## config.mk

```make
export PLATFORM = sky130hd
export DESIGN_NAME = timer_control_registers
export DESIGN_NICKNAME = d
export VERILOG_FILES = /design/src/hw/timer_ctrl_pkg.sv /design/src/hw/waveform_mode_decode.sv /design/src/hw/timer_control_registers.sv
export SDC_FILE = /design/constraint.sdc
export NUM_CORES = 1
export LEC_CHECK = 0
export BUFFER_PORTS_ARGS = -buffer_cell sky130_fd_sc_hd__buf_2
export CAP_MARGIN = 10
export CORE_MARGIN = 1.5
export CORE_UTILIZATION = 35
export CTS_CLUSTER_DIAMETER = 200
export DETAILED_ROUTE_END_ITERATION = 7
export PLACE_DENSITY = 0.68
export RECOVER_POWER = 50
export SLEW_MARGIN = 25
export SYNTH_ARGS = -nofsm -noshare
export SYNTH_HDL_FRONTEND = slang
export SYNTH_SLANG_ARGS = --single-unit
```

## constraint.sdc

```tcl
create_clock -name clock -period 1.9 [get_ports clock]
set_input_delay 0.095 -clock clock [delete_from_list [all_inputs] [get_ports clock]]
set_output_delay 0.095 -clock clock [all_outputs]
set_load 0.02 [all_outputs]
```

## src/hw/timer_ctrl_pkg.sv

```systemverilog
// Constants for the timer control register group
package timer_ctrl_pkg;

	// Register indexes; byte address is four times the index
	localparam logic [5:0] IDX_ENABLE_CONTROL   = 6'h00;
	localparam logic [5:0] IDX_MODE_CONTROL     = 6'h01;
	localparam logic [5:0] IDX_OUTPUT_VALUE     = 6'h02;
	localparam logic [5:0] IDX_SPLIT_CONTROL    = 6'h03;
	localparam logic [5:0] IDX_COMMAND_CLEAR    = 6'h04;
	localparam logic [5:0] IDX_COMMAND_SET      = 6'h05;
	localparam logic [5:0] IDX_VALID_CLEAR      = 6'h06;
	localparam logic [5:0] IDX_VALID_SET        = 6'h07;

	// Field positions
	localparam int ENABLE_BIT       = 0;
	localparam int SPLIT_BIT        = 0;
	localparam int DIR_BIT          = 0;
	localparam int LOCK_BIT         = 1;
	localparam int CMD_LSB          = 2;
	localparam int CMD_MSB          = 3;
	localparam int MODE_LSB         = 0;
	localparam int MODE_MSB         = 2;
	localparam int CHANNELS         = 3;
	localparam int VALID_FLAGS      = 4;

	// Reset values
	localparam logic [7:0] REG_RESET  = 8'h00;
	localparam logic [2:0] MODE_RESET = 3'h0;

	typedef enum logic [1:0] {
		CMD_NONE    = 2'h0,
		CMD_UPDATE  = 2'h1,
		CMD_RESTART = 2'h2,
		CMD_HARD    = 2'h3
	} command_t;

	typedef enum logic [2:0] {
		MODE_NORMAL           = 3'h0,
		MODE_FREQUENCY_MODE   = 3'h1,
		MODE_ONE_SLOPE_PWM    = 3'h3,
		MODE_TWO_SLOPE_TOP    = 3'h5,
		MODE_TWO_SLOPE_BOTH   = 3'h6,
		MODE_TWO_SLOPE_BOTTOM = 3'h7
	} waveform_mode_t;

endpackage : timer_ctrl_pkg

```

## src/hw/waveform_mode_decode.sv

```systemverilog
// Decoder of the waveform mode field
`timescale 1ns/1ns
module waveform_mode_decode
(
	input  wire logic [2:0] waveform_mode,
	output logic            mode_reserved,
	output logic            top_is_period,
	output logic            update_at_bottom,
	output logic            two_slope,
	output logic            down_start
);
	import timer_ctrl_pkg::*;
	always_comb
	begin
		mode_reserved    = 1'b0;
		top_is_period    = 1'b1;
		update_at_bottom = 1'b0;
		two_slope        = 1'b0;
		down_start       = 1'b0;
		case (waveform_mode)
			MODE_NORMAL:
			begin
				update_at_bottom = 1'b0;
			end
			MODE_FREQUENCY_MODE:
			begin
				top_is_period = 1'b0; // [RL14]
			end
			MODE_ONE_SLOPE_PWM:
			begin
				update_at_bottom = 1'b1; // [RL14]
			end
			MODE_TWO_SLOPE_TOP, MODE_TWO_SLOPE_BOTH, MODE_TWO_SLOPE_BOTTOM:
			begin
				update_at_bottom = 1'b1; // [RL15]
				two_slope        = 1'b1;
			end
			default:
			begin
				mode_reserved = 1'b1; // [RL14]
			end
		endcase
	end
endmodule : waveform_mode_decode

```

## src/hw/timer_control_registers.sv

```systemverilog
// Control register group of a 16-bit timer with APB access
// What this block does
// [RL1] Output value bits force waveform outputs only while the timer is disabled.
// [RL2] Split select bit makes two 8-bit counters; the register map stays the same.
// [RL3] Writing one to command-status clear register clears that bit.
// [RL4] Writing one to command-status set register sets that bit.
// [RL5] Both command-status registers read the same current bits.
// [RL6] The two-bit command field always reads zero.
// [RL7] Command 0 none, 1 force update, 2 restart, 3 hard reset.
// [RL8] Hard reset command is ignored while the timer is enabled.
// [RL9] Lock clear: buffers transfer as soon as an update condition occurs.
// [RL10] Lock set: no buffer transfer even on an update condition.
// [RL11] Direction bit is driven by hardware yet stays software writable.
// [RL12] Direction zero counts up, one counts down.
// [RL13] Valid-clear register clears period and three compare valid flags by ones.
// [RL14] Mode decode: 0,1,3,5,6,7 defined; 2 and 4 reserved.
// [RL15] Dual-slope modes use period as top and update at bottom.
// [RL16] Each valid flag sets when its buffer register is written.
// [RL17] Valid flags clear when an update transfers the buffers, except a flag whose buffer or valid-set bit is written in that cycle.
//
// Added by the designer: the APB slave port.
`timescale 1ns/1ns
module timer_control_registers
#(
	parameter int ADDR_WIDTH = 8
)
(
	input  wire logic                   clock,
	input  wire logic                   rst_b,
	input  wire logic                   clock_enable,
	input  wire logic                   psel,
	input  wire logic                   penable,
	input  wire logic                   pwrite,
	input  wire logic [ADDR_WIDTH-1:0]  paddr,
	input  wire logic [31:0]            pwdata,
	input  wire logic [3:0]             pstrb,
	output logic [31:0]                 prdata,
	output logic                        pready,
	output logic                        pslverr,
	input  wire logic                   update_event,
	input  wire logic                   period_buffer_write,
	input  wire logic [timer_ctrl_pkg::CHANNELS-1:0] compare_buffer_write,
	input  wire logic                   dir_hw_load,
	input  wire logic                   dir_hw_value,
	input  wire logic [timer_ctrl_pkg::CHANNELS-1:0] wave_gen,
	output logic [timer_ctrl_pkg::CHANNELS-1:0]      wave_out,
	output logic                        timer_enable,
	output logic                        dual_8bit_select,
	output logic                        count_down,
	output logic                        update_lock,
	output logic                        transfer_buffers,
	output logic                        restart_pulse,
	output logic                        hard_reset_pulse,
	output logic [2:0]                  waveform_mode,
	output logic                        mode_reserved,
	output logic                        top_is_period,
	output logic                        update_at_bottom,
	output logic                        two_slope,
	output logic                        period_buffer_valid,
	output logic                        compare0_buffer_valid,
	output logic                        compare1_buffer_valid,
	output logic                        compare2_buffer_valid
);
	import timer_ctrl_pkg::*;

	logic [CHANNELS-1:0]    output_value;
	logic [VALID_FLAGS-1:0] buffer_valid;
	logic [VALID_FLAGS-1:0] buffer_write;
	logic [5:0]             index;
	logic                   setup;
	logic                   access;
	logic                   write_now;
	logic                   mapped;
	logic [7:0]             wbyte;
	logic [7:0]             next_read;
	logic [1:0]             command;
	logic                   update_request;
	logic                   next_reserved;
	logic                   next_top_period;
	logic                   next_at_bottom;
	logic                   next_two_slope;

	assign index     = paddr[7:2];
	assign setup     = psel && !penable;
	assign access    = psel && penable && pready;
	// Writes to unmapped or misaligned addresses are dropped
	assign write_now = clock_enable && access && pwrite && pstrb[0] && mapped;
	assign wbyte     = pwdata[7:0];
	assign command   = wbyte[CMD_MSB:CMD_LSB];
	assign mapped    = (index <= IDX_VALID_SET) && (paddr[1:0] == 2'b00);

	// Flag order: period first, then the compare channels
	assign buffer_write = {compare_buffer_write, period_buffer_write};

	assign period_buffer_valid   = buffer_valid[0];
	assign compare0_buffer_valid = buffer_valid[1];
	assign compare1_buffer_valid = buffer_valid[2];
	assign compare2_buffer_valid = buffer_valid[3];

	// A forced update arrives through either command register
	assign update_request = update_event
		|| (write_now && (index == IDX_COMMAND_SET || index == IDX_COMMAND_CLEAR)
			&& command == CMD_UPDATE); // [RL7]

	waveform_mode_decode decode_mode (
		.waveform_mode    (waveform_mode),
		.mode_reserved    (next_reserved),
		.top_is_period    (next_top_period),
		.update_at_bottom (next_at_bottom),
		.two_slope        (next_two_slope),
		.down_start       ()
	);

	// APB answer: ready in the first access cycle, data captured at setup
	always_ff @(posedge clock or negedge rst_b)
	begin
		if (!rst_b)
		begin
			pready  <= 1'b0;
			pslverr <= 1'b0;
			prdata  <= 32'h00000000;
		end
		else if (clock_enable)
		begin
			pready  <= setup;
			pslverr <= setup && !mapped;
			if (setup && !pwrite)
			begin
				prdata <= {24'h000000, next_read};
			end
		end
	end

	always_comb
	begin
		next_read = 8'h00;
		case (index)
			IDX_ENABLE_CONTROL:
			begin
				next_read[ENABLE_BIT] = timer_enable;
			end
			IDX_MODE_CONTROL:
			begin
				next_read[MODE_MSB:MODE_LSB] = waveform_mode;
			end
			IDX_OUTPUT_VALUE:
			begin
				next_read[CHANNELS-1:0] = output_value;
			end
			IDX_SPLIT_CONTROL:
			begin
				next_read[SPLIT_BIT] = dual_8bit_select;
			end
			IDX_COMMAND_CLEAR, IDX_COMMAND_SET:
			begin
				next_read[CMD_MSB:CMD_LSB] = 2'b00; // [RL6]
				next_read[LOCK_BIT] = update_lock; // [RL5]
				next_read[DIR_BIT]  = count_down;  // [RL5]
			end
			IDX_VALID_CLEAR, IDX_VALID_SET:
			begin
				next_read[VALID_FLAGS-1:0] = buffer_valid;
			end
			default:
			begin
				next_read = 8'h00;
			end
		endcase
		if (!mapped)
		begin
			next_read = 8'h00;
		end
	end

	// Plain control registers
	always_ff @(posedge clock or negedge rst_b)
	begin
		if (!rst_b)
		begin
			timer_enable     <= 1'b0;
			waveform_mode    <= MODE_RESET;
			output_value     <= '0;
			dual_8bit_select <= 1'b0;
		end
		else if (write_now)
		begin
			case (index)
				IDX_ENABLE_CONTROL:
				begin
					timer_enable <= wbyte[ENABLE_BIT];
				end
				IDX_MODE_CONTROL:
				begin
					waveform_mode <= wbyte[MODE_MSB:MODE_LSB];
				end
				IDX_OUTPUT_VALUE:
				begin
					output_value <= wbyte[CHANNELS-1:0];
				end
				IDX_SPLIT_CONTROL:
				begin
					dual_8bit_select <= wbyte[SPLIT_BIT]; // [RL2]
				end
				default:
				begin
					timer_enable <= timer_enable;
				end
			endcase
		end
	end

	// Registered mode decode
	always_ff @(posedge clock or negedge rst_b)
	begin
		if (!rst_b)
		begin
			mode_reserved    <= 1'b0;
			top_is_period    <= 1'b1;
			update_at_bottom <= 1'b0;
			two_slope        <= 1'b0;
		end
		else if (clock_enable)
		begin
			mode_reserved    <= next_reserved;    // [RL14]
			top_is_period    <= next_top_period;  // [RL15]
			update_at_bottom <= next_at_bottom;   // [RL15]
			two_slope        <= next_two_slope;
		end
	end

	// Waveform outputs: software value while stopped, generator while running
	genvar ch;
	generate
		for (ch = 0; ch < CHANNELS; ch++)
		begin : g_wave
			always_ff @(posedge clock or negedge rst_b)
			begin
				if (!rst_b)
				begin
					wave_out[ch] <= 1'b0;
				end
				else if (clock_enable)
				begin
					wave_out[ch] <= timer_enable ? wave_gen[ch] : output_value[ch]; // [RL1]
				end
			end
		end
	endgenerate

	// Lock and direction: software set/clear beats the hardware direction load
	always_ff @(posedge clock or negedge rst_b)
	begin
		if (!rst_b)
		begin
			update_lock <= 1'b0;
			count_down  <= 1'b0;
		end
		else if (clock_enable)
		begin
			if (write_now && index == IDX_COMMAND_SET)
			begin
				update_lock <= update_lock | wbyte[LOCK_BIT]; // [RL4]
				count_down  <= count_down | wbyte[DIR_BIT];   // [RL11]
			end
			else if (write_now && index == IDX_COMMAND_CLEAR)
			begin
				update_lock <= update_lock & ~wbyte[LOCK_BIT]; // [RL3]
				count_down  <= count_down & ~wbyte[DIR_BIT];   // [RL12]
			end
			else if (dir_hw_load)
			begin
				count_down <= dir_hw_value; // [RL11]
			end
		end
	end

	// Command pulses, one cycle each
	always_ff @(posedge clock or negedge rst_b)
	begin
		if (!rst_b)
		begin
			restart_pulse    <= 1'b0;
			hard_reset_pulse <= 1'b0;
		end
		else if (clock_enable)
		begin
			restart_pulse    <= 1'b0;
			hard_reset_pulse <= 1'b0;
			if (write_now && (index == IDX_COMMAND_SET || index == IDX_COMMAND_CLEAR))
			begin
				restart_pulse    <= command == CMD_RESTART;                 // [RL7]
				hard_reset_pulse <= command == CMD_HARD && !timer_enable;   // [RL8]
			end
		end
	end

	// Buffer transfer happens only when the lock is clear
	always_ff @(posedge clock or negedge rst_b)
	begin
		if (!rst_b)
		begin
			transfer_buffers <= 1'b0;
		end
		else if (clock_enable)
		begin
			transfer_buffers <= update_request && !update_lock; // [RL9] [RL10]
		end
	end

	// Buffer valid flags; a new buffer write wins over any clear
	generate
		for (ch = 0; ch < VALID_FLAGS; ch++)
		begin : g_valid
			always_ff @(posedge clock or negedge rst_b)
			begin
				if (!rst_b)
				begin
					buffer_valid[ch] <= 1'b0;
				end
				else if (clock_enable)
				begin
					if (buffer_write[ch])
					begin
						buffer_valid[ch] <= 1'b1; // [RL16]
					end
					else if (write_now && index == IDX_VALID_SET && wbyte[ch])
					begin
						buffer_valid[ch] <= 1'b1;
					end
					else if (write_now && index == IDX_VALID_CLEAR && wbyte[ch])
					begin
						buffer_valid[ch] <= 1'b0; // [RL13]
					end
					else if (update_request && !update_lock)
					begin
						buffer_valid[ch] <= 1'b0; // [RL17]
					end
				end
			end
		end
	endgenerate

endmodule : timer_control_registers

```

==> results of run 1 <==
worst max path at each step:
| stage | cells past startpoint | slack [ps] | startpoint | endpoint |
|---|---|---|---|---|
| global route | 4 | 120 | pready | waveform_mode[2] |
| floorplan | 4 | 270 | pready | waveform_mode[0] |
| detailed placement | 5 | 100 | paddr[6] | period_buffer_valid |
| CTS | 4 | 210 | pready | waveform_mode[2] |
| global placement | 5 | 140 | paddr[6] | waveform_mode[2] |
| finish | 4 | 220 | pready | waveform_mode[2] |
cell families (layout without fill, tap and decap cells):
logic type	count (synthesis)	count (layout)	share of synthesized area, %
AND/OR/NAND/NOR	50	50	17.4
buffers and inverters	42	75	14.8
AO/OA/AOI/OAI	40	40	15.0
flip-flops	30	30	42.4
multiplexers	15	15	9.10
XOR/XNOR	2	2	0.988
other	1	28	0.212
metal layers:
metal	wire length, um	global-route usage (%)	vias to the layer above
met2	1960	24.1	57
li1	-	-	720
met1	1860	21.8	703
met4	22	3.70	0
met5	0	0	-
met3	318	5.15	2
cells in the mapped netlist (all sizes together):
| master | instances |
|---|---|
| nand4b | 1 |
| dfstp | 1 |
| clkbuf | 5 |
| nand2 | 12 |
| or4b | 1 |
| o211ai | 1 |
| a21oi | 5 |
| a32o | 3 |
| nor2 | 9 |
| o2bb2ai | 3 |
| nand3 | 5 |
| nand3b | 3 |
| xor2 | 1 |
| o31ai | 2 |
| conb | 1 |
| a22oi | 6 |
| or4 | 2 |
| a21o | 2 |
| mux2 | 9 |
| a22o | 2 |
| inv | 8 |
| nand4 | 6 |
| mux2i | 6 |
| xnor2 | 1 |
| dfrtp | 29 |
| a221oi | 1 |
| nor4 | 5 |
| a31oi | 1 |
| o21ai | 14 |
| and2 | 1 |
| buf | 29 |
| nor2b | 4 |
| or2 | 1 |
placed cells by master (no fill, tap or decap), types with 2 or more instances in the layout:
cell type and n:
mux2i_1 6, nor4_4 2, nand3_1 4, nand4_1 6, nand3b_1 3, a22o_1 2, nand2_1 12, buf_4 4
a21oi_1 5, clkbuf_8 5, nor2_1 9, a22oi_1 6, nor4_1 3, inv_1 8, a21o_1 2, nor2b_1 4
clkbuf_1 21, o21ai_0 14, conb_1 28, a32o_1 3, buf_2 35, o2bb2ai_1 3, o31ai_1 2, mux2_2 9
dfrtp_1 29
layout make-up:
class / count / share of cell area, %
multi-input cells: 135 / 41.1
flip-flops and latches: 30 / 35.9
repair buffers: 60 / 13.9
well taps: 67 / 4.00
clock buffers: 7 / 3.65
inverters: 8 / 1.43
power groups by stage:
stage                     Sequential, uW  Combinational [uW]  Clock, uW
final                                682                 247        466
after global routing                 684                 275        516
after CTS                            681                 253        482
after detailed placement             692                 250          0
after global placement               692                 248          0
after floorplan                      718                 165          0
registers in the layout, summed over array words and instances, names as in the netlist, named ones only:
| name | cells |
|---|---|
| dual_8bit_select | 1 |
| two_slope | 1 |
| pready | 1 |
| wave_out | 3 |
| restart_pulse | 1 |
| period_buffer_valid | 1 |
| compare0_buffer_valid | 1 |
| waveform_mode | 3 |
| compare2_buffer_valid | 1 |
| transfer_buffers | 1 |
| top_is_period | 1 |
| output_value | 3 |
| pslverr | 1 |
| update_at_bottom | 1 |
| compare1_buffer_valid | 1 |
| count_down | 1 |
| mode_reserved | 1 |
| timer_enable | 1 |
| prdata | 4 |
| hard_reset_pulse | 1 |
repair_timing:
item,in CTS,in global routing
hold endpoints to repair,29,0
buffers inserted,0,0
hold buffers,1,0
metrics by stage:
step,cell area (um2),setup slack (ps)
2_1_floorplan,1870,272
3_3_place_gp,2030,143
3_5_place_dp,2030,96.9
4_1_cts,2120,215
5_1_grt,2090,122
6_report,2090,221
==> out/metrics.cfg, run 1 <==
[run_status]
status=completed

[sta]
period_share_pct=88.3
rsz0062_at_grt=false
tns_ps=0
maxSlewViolCount=0
hold_ws_ps=68.4
max_slew_margin_pct=49.3
worstMarginPinSlew_ps=760
skew_ps=3.33
setup_viol=0
clock.fmax_ghz=0.596
hold_viol_final=0
min_period_ps=1680

[setup_path]
critPathRequiredTime_ps=2060
worst-path-max-fanout=5
r2r_start=pready
reg2reg_slack_ps=220
r2r_end=waveform_mode[2]
cp-end-kind=flop
cp_top_family=simple AND/OR/NAND/NOR gates
crit_type=flop to flop
cp.buffers_inverters=0
crit_arrival_ps=1840
cpMaxStageDelayCell=nor4_4
worstPathCellList=nand4_1, nor4_4, nand2_1, mux2_2
slowest_delay_ps=420
ff2ff_path_depth=4
cp-start-kind=flop

[grt]
antenna_found_initial=0
grt_usage_pct=15.8
grt_pass1_wl_um=6570
grt_pass1_vias=1354
overflow=0
grt_max_degree=31

[floorplanning]
core-area_um2=4790
die_w_um=74.2
start_util_pct=37.0
io_pins=115
row_count=25
dieArea_um2=5500
die_h_um=74.2

[power]
pwr-share-seq_pct=48.9
p_leak_uw=0.000978
p_int_uw=985
p_switching_uw=409
swShare_pct=29.3
worst_ir_drop_vdd_uv=401
power_uw=1390
p_comb_share_pct=17.7
clkPwrFrac_pct=33.4
p_per_area_nw_per_um2=666

[cts]
cts.sinks=30
clk_path_buf_depth=2
cts.repair.resized=0
path_clk_slew_ps=60
cts_root_buffer=clkbuf_8
cts_tree=built
htree_levels=2
clk_latency_ps=270
numCtsBuffers=5

[min_path]
holdPathEnd=restart_pulse
holdPathStages=2
hp-class=input port to flop
holdCritStartpoint=pwdata[2]

[final_layout]
multi_input_area_um2=860
final_cell_count_no_fill=307
fin_nets=300
n_fill_cell=502
drive_above_1_share_pct=25.4
post-route-util_pct=43.7
final-seq-area_um2=752
syn2layout_area_growth_pct=18.1
diodes=0

[synthesis]
seq_area_frac_synth_pct=42.4
yosysTopAreaCell=dfrtp_1
syn_area_um2=1770
avgSynthCellArea_um2=9.85
yosys.area.top_type_share_pct=40.9
synth_area_leaders=dfrtp_1, buf_4, mux2_2
synth.distinct_cells=37
ys_seq_elements=30
synth_cells=180
yosys_warnings=0

[routing]
via_per_inst=4.83
drc=0
wl_per_cell_um=13.5
num_vias=1482
dr.first_iter.drc_count=109
dr.pass1.iters=4
antenna_left=0
drt_wl_total_um=4160

[placement]
dp_hpwl_um=3100
post-place-cells=299
io_buffers=55
finalWeightedCongestion=0.818

[job]
cap_violations=0

(Power assumes the default switching activity.)
==> inputs of run 2 (changes only) <==
CTS_BUF_LIST = sky130_fd_sc_hd__clkbuf_4   (was unset)
==> run 2 against run 1 <==
Critical endpoint unchanged. First-iteration DRC count rose by 16%. Maximum frequency hardly changed. Setup slack better by 0.83 ps. Critical path type unchanged. Highest routed layer unchanged. Largest cell class unchanged.
==> out/metrics.cfg, run 2 (synthesis gave the netlist of run 1 again) <==
[floorplanning]
die_h_um=74.2  ; unchanged
io_pins=115  ; unchanged
die_w_um=74.2  ; unchanged
start_util_pct=37.0  ; unchanged
dieArea_um2=5500  ; unchanged
row_count=25  ; unchanged
core-area_um2=4790  ; unchanged

[power]
pwr-share-seq_pct=52.0  ; +3.1 points
p_switching_uw=401  ; -1.9%
clkPwrFrac_pct=28.6  ; -4.8 points
p_leak_uw=0.00102  ; +4.7%
swShare_pct=30.7  ; +1.4 points
p_per_area_nw_per_um2=624  ; -6.3%
power_uw=1310  ; -6.2%
p_comb_share_pct=19.3  ; +1.6 points
p_int_uw=906  ; -8.0%
worst_ir_drop_vdd_uv=360  ; -10%

[final_layout]
syn2layout_area_growth_pct=18.2
final_cell_mix=buf_2, dfrtp_1, conb_1
diodes=0  ; unchanged
post-route-util_pct=43.8  ; +0.052 points
top_register=prdata
largest_reg_flops=4  ; unchanged
final_common_cell=buf_2
fin_nets=301  ; +0.33%
drive_above_1_share_pct=31.5  ; +6.1 points

[setup_path]
cp.buffers_inverters=0  ; unchanged
slowest_delay_ps=410  ; about the same
worstPathCellList=nand4_1, nor4_4, nand2_1, mux2_2
cp_top_family=simple AND/OR/NAND/NOR gates
cpMaxStageDelayCell=dfrtp_1
reg2reg_slack_ps=220  ; about the same
critPathRequiredTime_ps=2120  ; +60 ps
ff2ff_path_depth=4  ; unchanged
timing.critical_path.from=pready
cp-end-kind=flop
crit_arrival_ps=1900  ; +60 ps
cp-start-kind=flop
crit_type=flop to flop
worst-path-max-fanout=5  ; unchanged
r2r_end=waveform_mode[2]
r2r_start=pready

[sta]
skew_ps=8.07  ; +4.74 ps
maxSlewViolCount=0  ; unchanged
min_period_ps=1680  ; -0.834 ps
max_slew_margin_pct=49.2  ; -0.12 points
rsz0062_at_grt=false
tns_ps=0  ; unchanged
worstMarginPinSlew_ps=762  ; +1.73 ps
clock.fmax_ghz=0.596  ; about the same
hold_viol_final=0  ; unchanged
period_share_pct=88.3  ; about the same
setup_viol=0  ; unchanged

[min_path]
holdCritStartpoint=compare_buffer_write[0]
holdPathEnd=compare0_buffer_valid
hp-class=input port to flop
holdPathStages=3  ; +1

[run_status]
status=completed

[grt]
antenna_found_initial=0  ; unchanged
grt_pass1_vias=1356  ; +0.15%
overflow=0  ; unchanged
grt_pass1_wl_um=6530  ; -0.62%
grt_usage_pct=15.6  ; -0.14 points
grt_max_degree=31  ; unchanged

[cts]
cts_root_buffer=clkbuf_4
cts_setup_buffers=0  ; unchanged
path_clk_slew_ps=90  ; +30 ps
postCtsHoldBufs=2  ; +1
numCtsBuffers=5  ; unchanged
cts_tree=built
clk_path_buf_depth=2  ; unchanged
htree_levels=2  ; unchanged
cts.sinks=30  ; unchanged
cts.repair.resized=0  ; unchanged
clk_latency_ps=330  ; +60 ps

[routing]
drt_wl_total_um=4140  ; -0.58%
via_per_inst=4.84  ; +0.35%
dr.pass1.iters=4  ; unchanged
antenna_left=0  ; unchanged
dr.first_iter.drc_count=126  ; +16%
num_vias=1492  ; +0.67%
wl_per_cell_um=13.4  ; -0.90%
drc=0  ; unchanged

[job]
cap_violations=0  ; unchanged

[placement]
dp_hpwl_um=3100  ; unchanged
io_buffers=55  ; unchanged
finalWeightedCongestion=0.818  ; unchanged

## run 2: cell types whose count changed in the layout (fill, tap and decap cells not counted), sizes merged
cell,previous run,this run
buf,39,52
clkbuf,27,14
dlygate4sd3,1,2
## run 2: how the worst max path moves through the flow
| stage | to | slack [ps] | cells after the start |
|---|---|---|---|
| after global placement | waveform_mode[2] | 140 | 5 |
| final | waveform_mode[2] | 220 | 4 |
| after detailed placement | period_buffer_valid | 100 | 5 |
| after global routing | waveform_mode[2] | 120 | 4 |
| after floorplan | waveform_mode[0] | 270 | 4 |
| after CTS | waveform_mode[2] | 210 | 4 |
## run 2: final cells by class
class	count	area, um2
clock buffers	7	52.6
repair buffers	61	318
flip-flops and latches	30	752
fillers	502	2690
multi-input cells	135	860
well taps	67	83.8
inverters	8	30.0
## run 2: stage by stage
stage / cell area, um2 / setup WS, ps / cells / hold slack (ps)
finish: 2100 / 222 / 308 / 26.1
global route: 2100 / 115 / 308 / 33.8
CTS: 2100 / 212 / 308 / 5.33
detailed placement: 2030 / 96.9 / 299 / 182
global placement: 2030 / 143 / 299 / 179
floorplan: 1870 / 272 / 207 / -201
## run 2: power by group through the flow
| stage | sequential (uW) | combinational [uW] | clock [uW] |
|---|---|---|---|
| final | 680 | 253 | 375 |
| after global routing | 683 | 281 | 413 |
| after CTS | 680 | 254 | 387 |
| after detailed placement | 692 | 250 | 0 |
| after global placement | 692 | 248 | 0 |
| after floorplan | 718 | 165 | 0 |
## run 2: metal layers
metal | track usage (%) | share of wire [%]
met3 | 3.93 | 7.1
met1 | 21.8 | 46
met2 | 23.9 | 46
met4 | 4.94 | 1.1
met5 | 0 | 0
## run 2: tightest hold or removal path, cell delays in order
cell     delay, ps
buf_2           80
a22oi_1         70
o21ai_0         70
==> inputs of run 3 (changes only) <==
CORE_ASPECT_RATIO = 0.9   (was unset)
==> run 3 against run 2 <==
Clock skew increased by 8.0 ps. First-iteration DRC count shrank 17%. Wire length up 1.6%. Critical path type unchanged. Largest cell class unchanged.
==> out/metrics.cfg, run 3 (synthesis gave the netlist of run 1 again) <==
[run_status]
status=completed

[floorplanning]
io_pins=115  ; unchanged
dieArea_um2=5500  ; about the same
die_h_um=70.5  ; -4.9%
start_util_pct=36.4  ; -0.60 points
row_count=24  ; -4.0%
core-area_um2=4860  ; +1.6%
die_w_um=78.0  ; +5.2%

[setup_path]
crit_type=flop to flop
critPathRequiredTime_ps=2120  ; about the same
cp_top_family=simple AND/OR/NAND/NOR gates
cp-end-kind=flop
ff2ff_path_depth=4  ; unchanged
reg2reg_slack_ps=250  ; +20 ps
crit_arrival_ps=1870  ; -30 ps
slowest_delay_ps=430  ; +20 ps
timing.critical_path.from=pready
r2r_end=waveform_mode[0]
cp.buffers_inverters=0  ; unchanged
r2r_start=pready
cpMaxStageDelayCell=nor4_4
cp-start-kind=flop
worst-path-max-fanout=4  ; -1
worstPathCellList=nand4_1, nor4_4, nand2_1, mux2_2

[power]
p_comb_share_pct=19.3  ; about the same
p_switching_uw=408  ; +1.6%
p_leak_uw=0.00104  ; +1.1%
worst_ir_drop_vdd_uv=334  ; -7.2%
clkPwrFrac_pct=30.1  ; +1.5 points
power_uw=1340  ; +2.4%
p_per_area_nw_per_um2=631  ; +1.2%
p_int_uw=931  ; +2.8%
swShare_pct=30.4  ; -0.25 points
pwr-share-seq_pct=50.6  ; -1.4 points

[cts]
numCtsBuffers=5  ; unchanged
cts.repair.resized=0  ; unchanged
clk_path_buf_depth=2  ; unchanged
cts_root_buffer=clkbuf_4
htree_levels=2  ; unchanged
cts_tree=built
clk_latency_ps=340  ; about the same
cts.sinks=30  ; unchanged
path_clk_slew_ps=100  ; about the same

[final_layout]
drive_above_1_share_pct=31.4  ; -0.11 points
final_cell_mix=buf_2, dfrtp_1, conb_1
fin_nets=304  ; +1.0%
final_cell_area_um2=2120  ; +1.2%
final_common_cell=buf_2
largest_reg_flops=4  ; unchanged
syn2layout_area_growth_pct=19.6
top_register=prdata
n_fill_cell=492  ; -2.0%
diodes=0  ; unchanged

[routing]
dr.pass1.iters=4  ; unchanged
antenna_left=0  ; unchanged
wl_per_cell_um=13.6  ; +0.96%
via_per_inst=4.83  ; -0.31%
drc=0  ; unchanged
num_vias=1497  ; +0.34%
drt_wl_total_um=4200  ; +1.6%
dr.first_iter.drc_count=104  ; -17%

[grt]
grt_pass1_wl_um=6810  ; +4.3%
overflow=0  ; unchanged
grt_usage_pct=16.2  ; +0.54 points
grt_pass1_vias=1398  ; +3.1%
antenna_found_initial=0  ; unchanged
grt_max_degree=31  ; unchanged

[placement]
dp_hpwl_um=3190  ; +2.9%
placed_area_um2=2040  ; +0.62%
io_buffers=55  ; unchanged
finalWeightedCongestion=0.793  ; -3.0%

[min_path]
holdCritStartpoint=period_buffer_write
holdPathStages=3  ; unchanged
holdPathEnd=period_buffer_valid
hp-class=input port to flop

[sta]
skew_ps=16.1  ; +8.02 ps
max_slew_margin_pct=50.5  ; +1.3 points
rsz0062_at_grt=false
setup_viol=0  ; unchanged
hold_viol_final=0  ; unchanged
period_share_pct=87.0  ; -1.3 points
tns_ps=0  ; unchanged
worstMarginPinSlew_ps=743  ; -19.0 ps
clock.fmax_ghz=0.605  ; +1.5%
maxSlewViolCount=0  ; unchanged
min_period_ps=1650  ; -24.2 ps

[job]
cap_violations=0  ; unchanged

==> run 3: cell count changes in the layout (fill, tap and decap cells not counted), sizes merged <==
cell,delta
clkbuf,+3
dlygate4sd3,+1
==> run 3: worst reg2reg max path: cells and delay by family, from the launching register on <==
| family | cells | cell delay [ps] |
|---|---|---|
| and+or+nand+nor | 3 | 860 |
| DFF | 1 | 360 |
| muxes | 1 | 300 |
==> run 3: cell type report <==
cell class | instances | area (um2) | area share (%)
Multi-Input combinational cell | 135 | 860 | 40.5
Sequential cell | 30 | 752 | 35.5
Clock buffer | 8 | 60.1 | 2.83
Tap cell | 65 | 81.3 | 3.83
Timing Repair Buffer | 64 | 338 | 15.9
Inverter | 8 | 30.0 | 1.42
==> run 3: worst max-delay path by stage <==
stage / end / depth (start not counted)
floorplan: waveform_mode[0] / 4
global placement: waveform_mode[0] / 5
detailed placement: waveform_mode[0] / 5
CTS: waveform_mode[0] / 4
global route: compare1_buffer_valid / 5
finish: waveform_mode[0] / 4
==> run 3: routing by layer <==
metal,routed length (um),part of all wire [%],GRT usage [%],vias up
li1,-,-,-,723
met1,1920,46,22.4,711
met2,1960,47,24.4,58
met3,261,6.2,4.05,5
met4,52,1.2,5.95,0
met5,0,0,0,-
==> run 3: repair_timing <==
| item | CTS | global route |
|---|---|---|
| hold buffers | 3 | 0 |
| endpoints found under the hold margin | 31 | 0 |
| setup buffers | 0 | 0 |
==> run 3: per-stage QoR <==
step | setup WS, ps | instances | util [%] | hold slack, ps
after CTS | 242 | 310 | 43.9 | 6.76
after floorplan | 272 | 207 | - | -201
after global placement | 130 | 299 | 42.0 | 163
after detailed placement | 107 | 299 | 42.0 | 169
final | 246 | 310 | 43.6 | 17.6
after global routing | 128 | 310 | 43.6 | 22.4
==> run 3: power by group through the flow <==
stage          combinational (uW)  sequential [uW]  clock, uW
3_5_place_dp                  257              689          0
2_1_floorplan                 165              718          0
3_3_place_gp                  255              689          0
6_report                      259              677        403
4_1_cts                       263              677        417
5_1_grt                       284              681        447
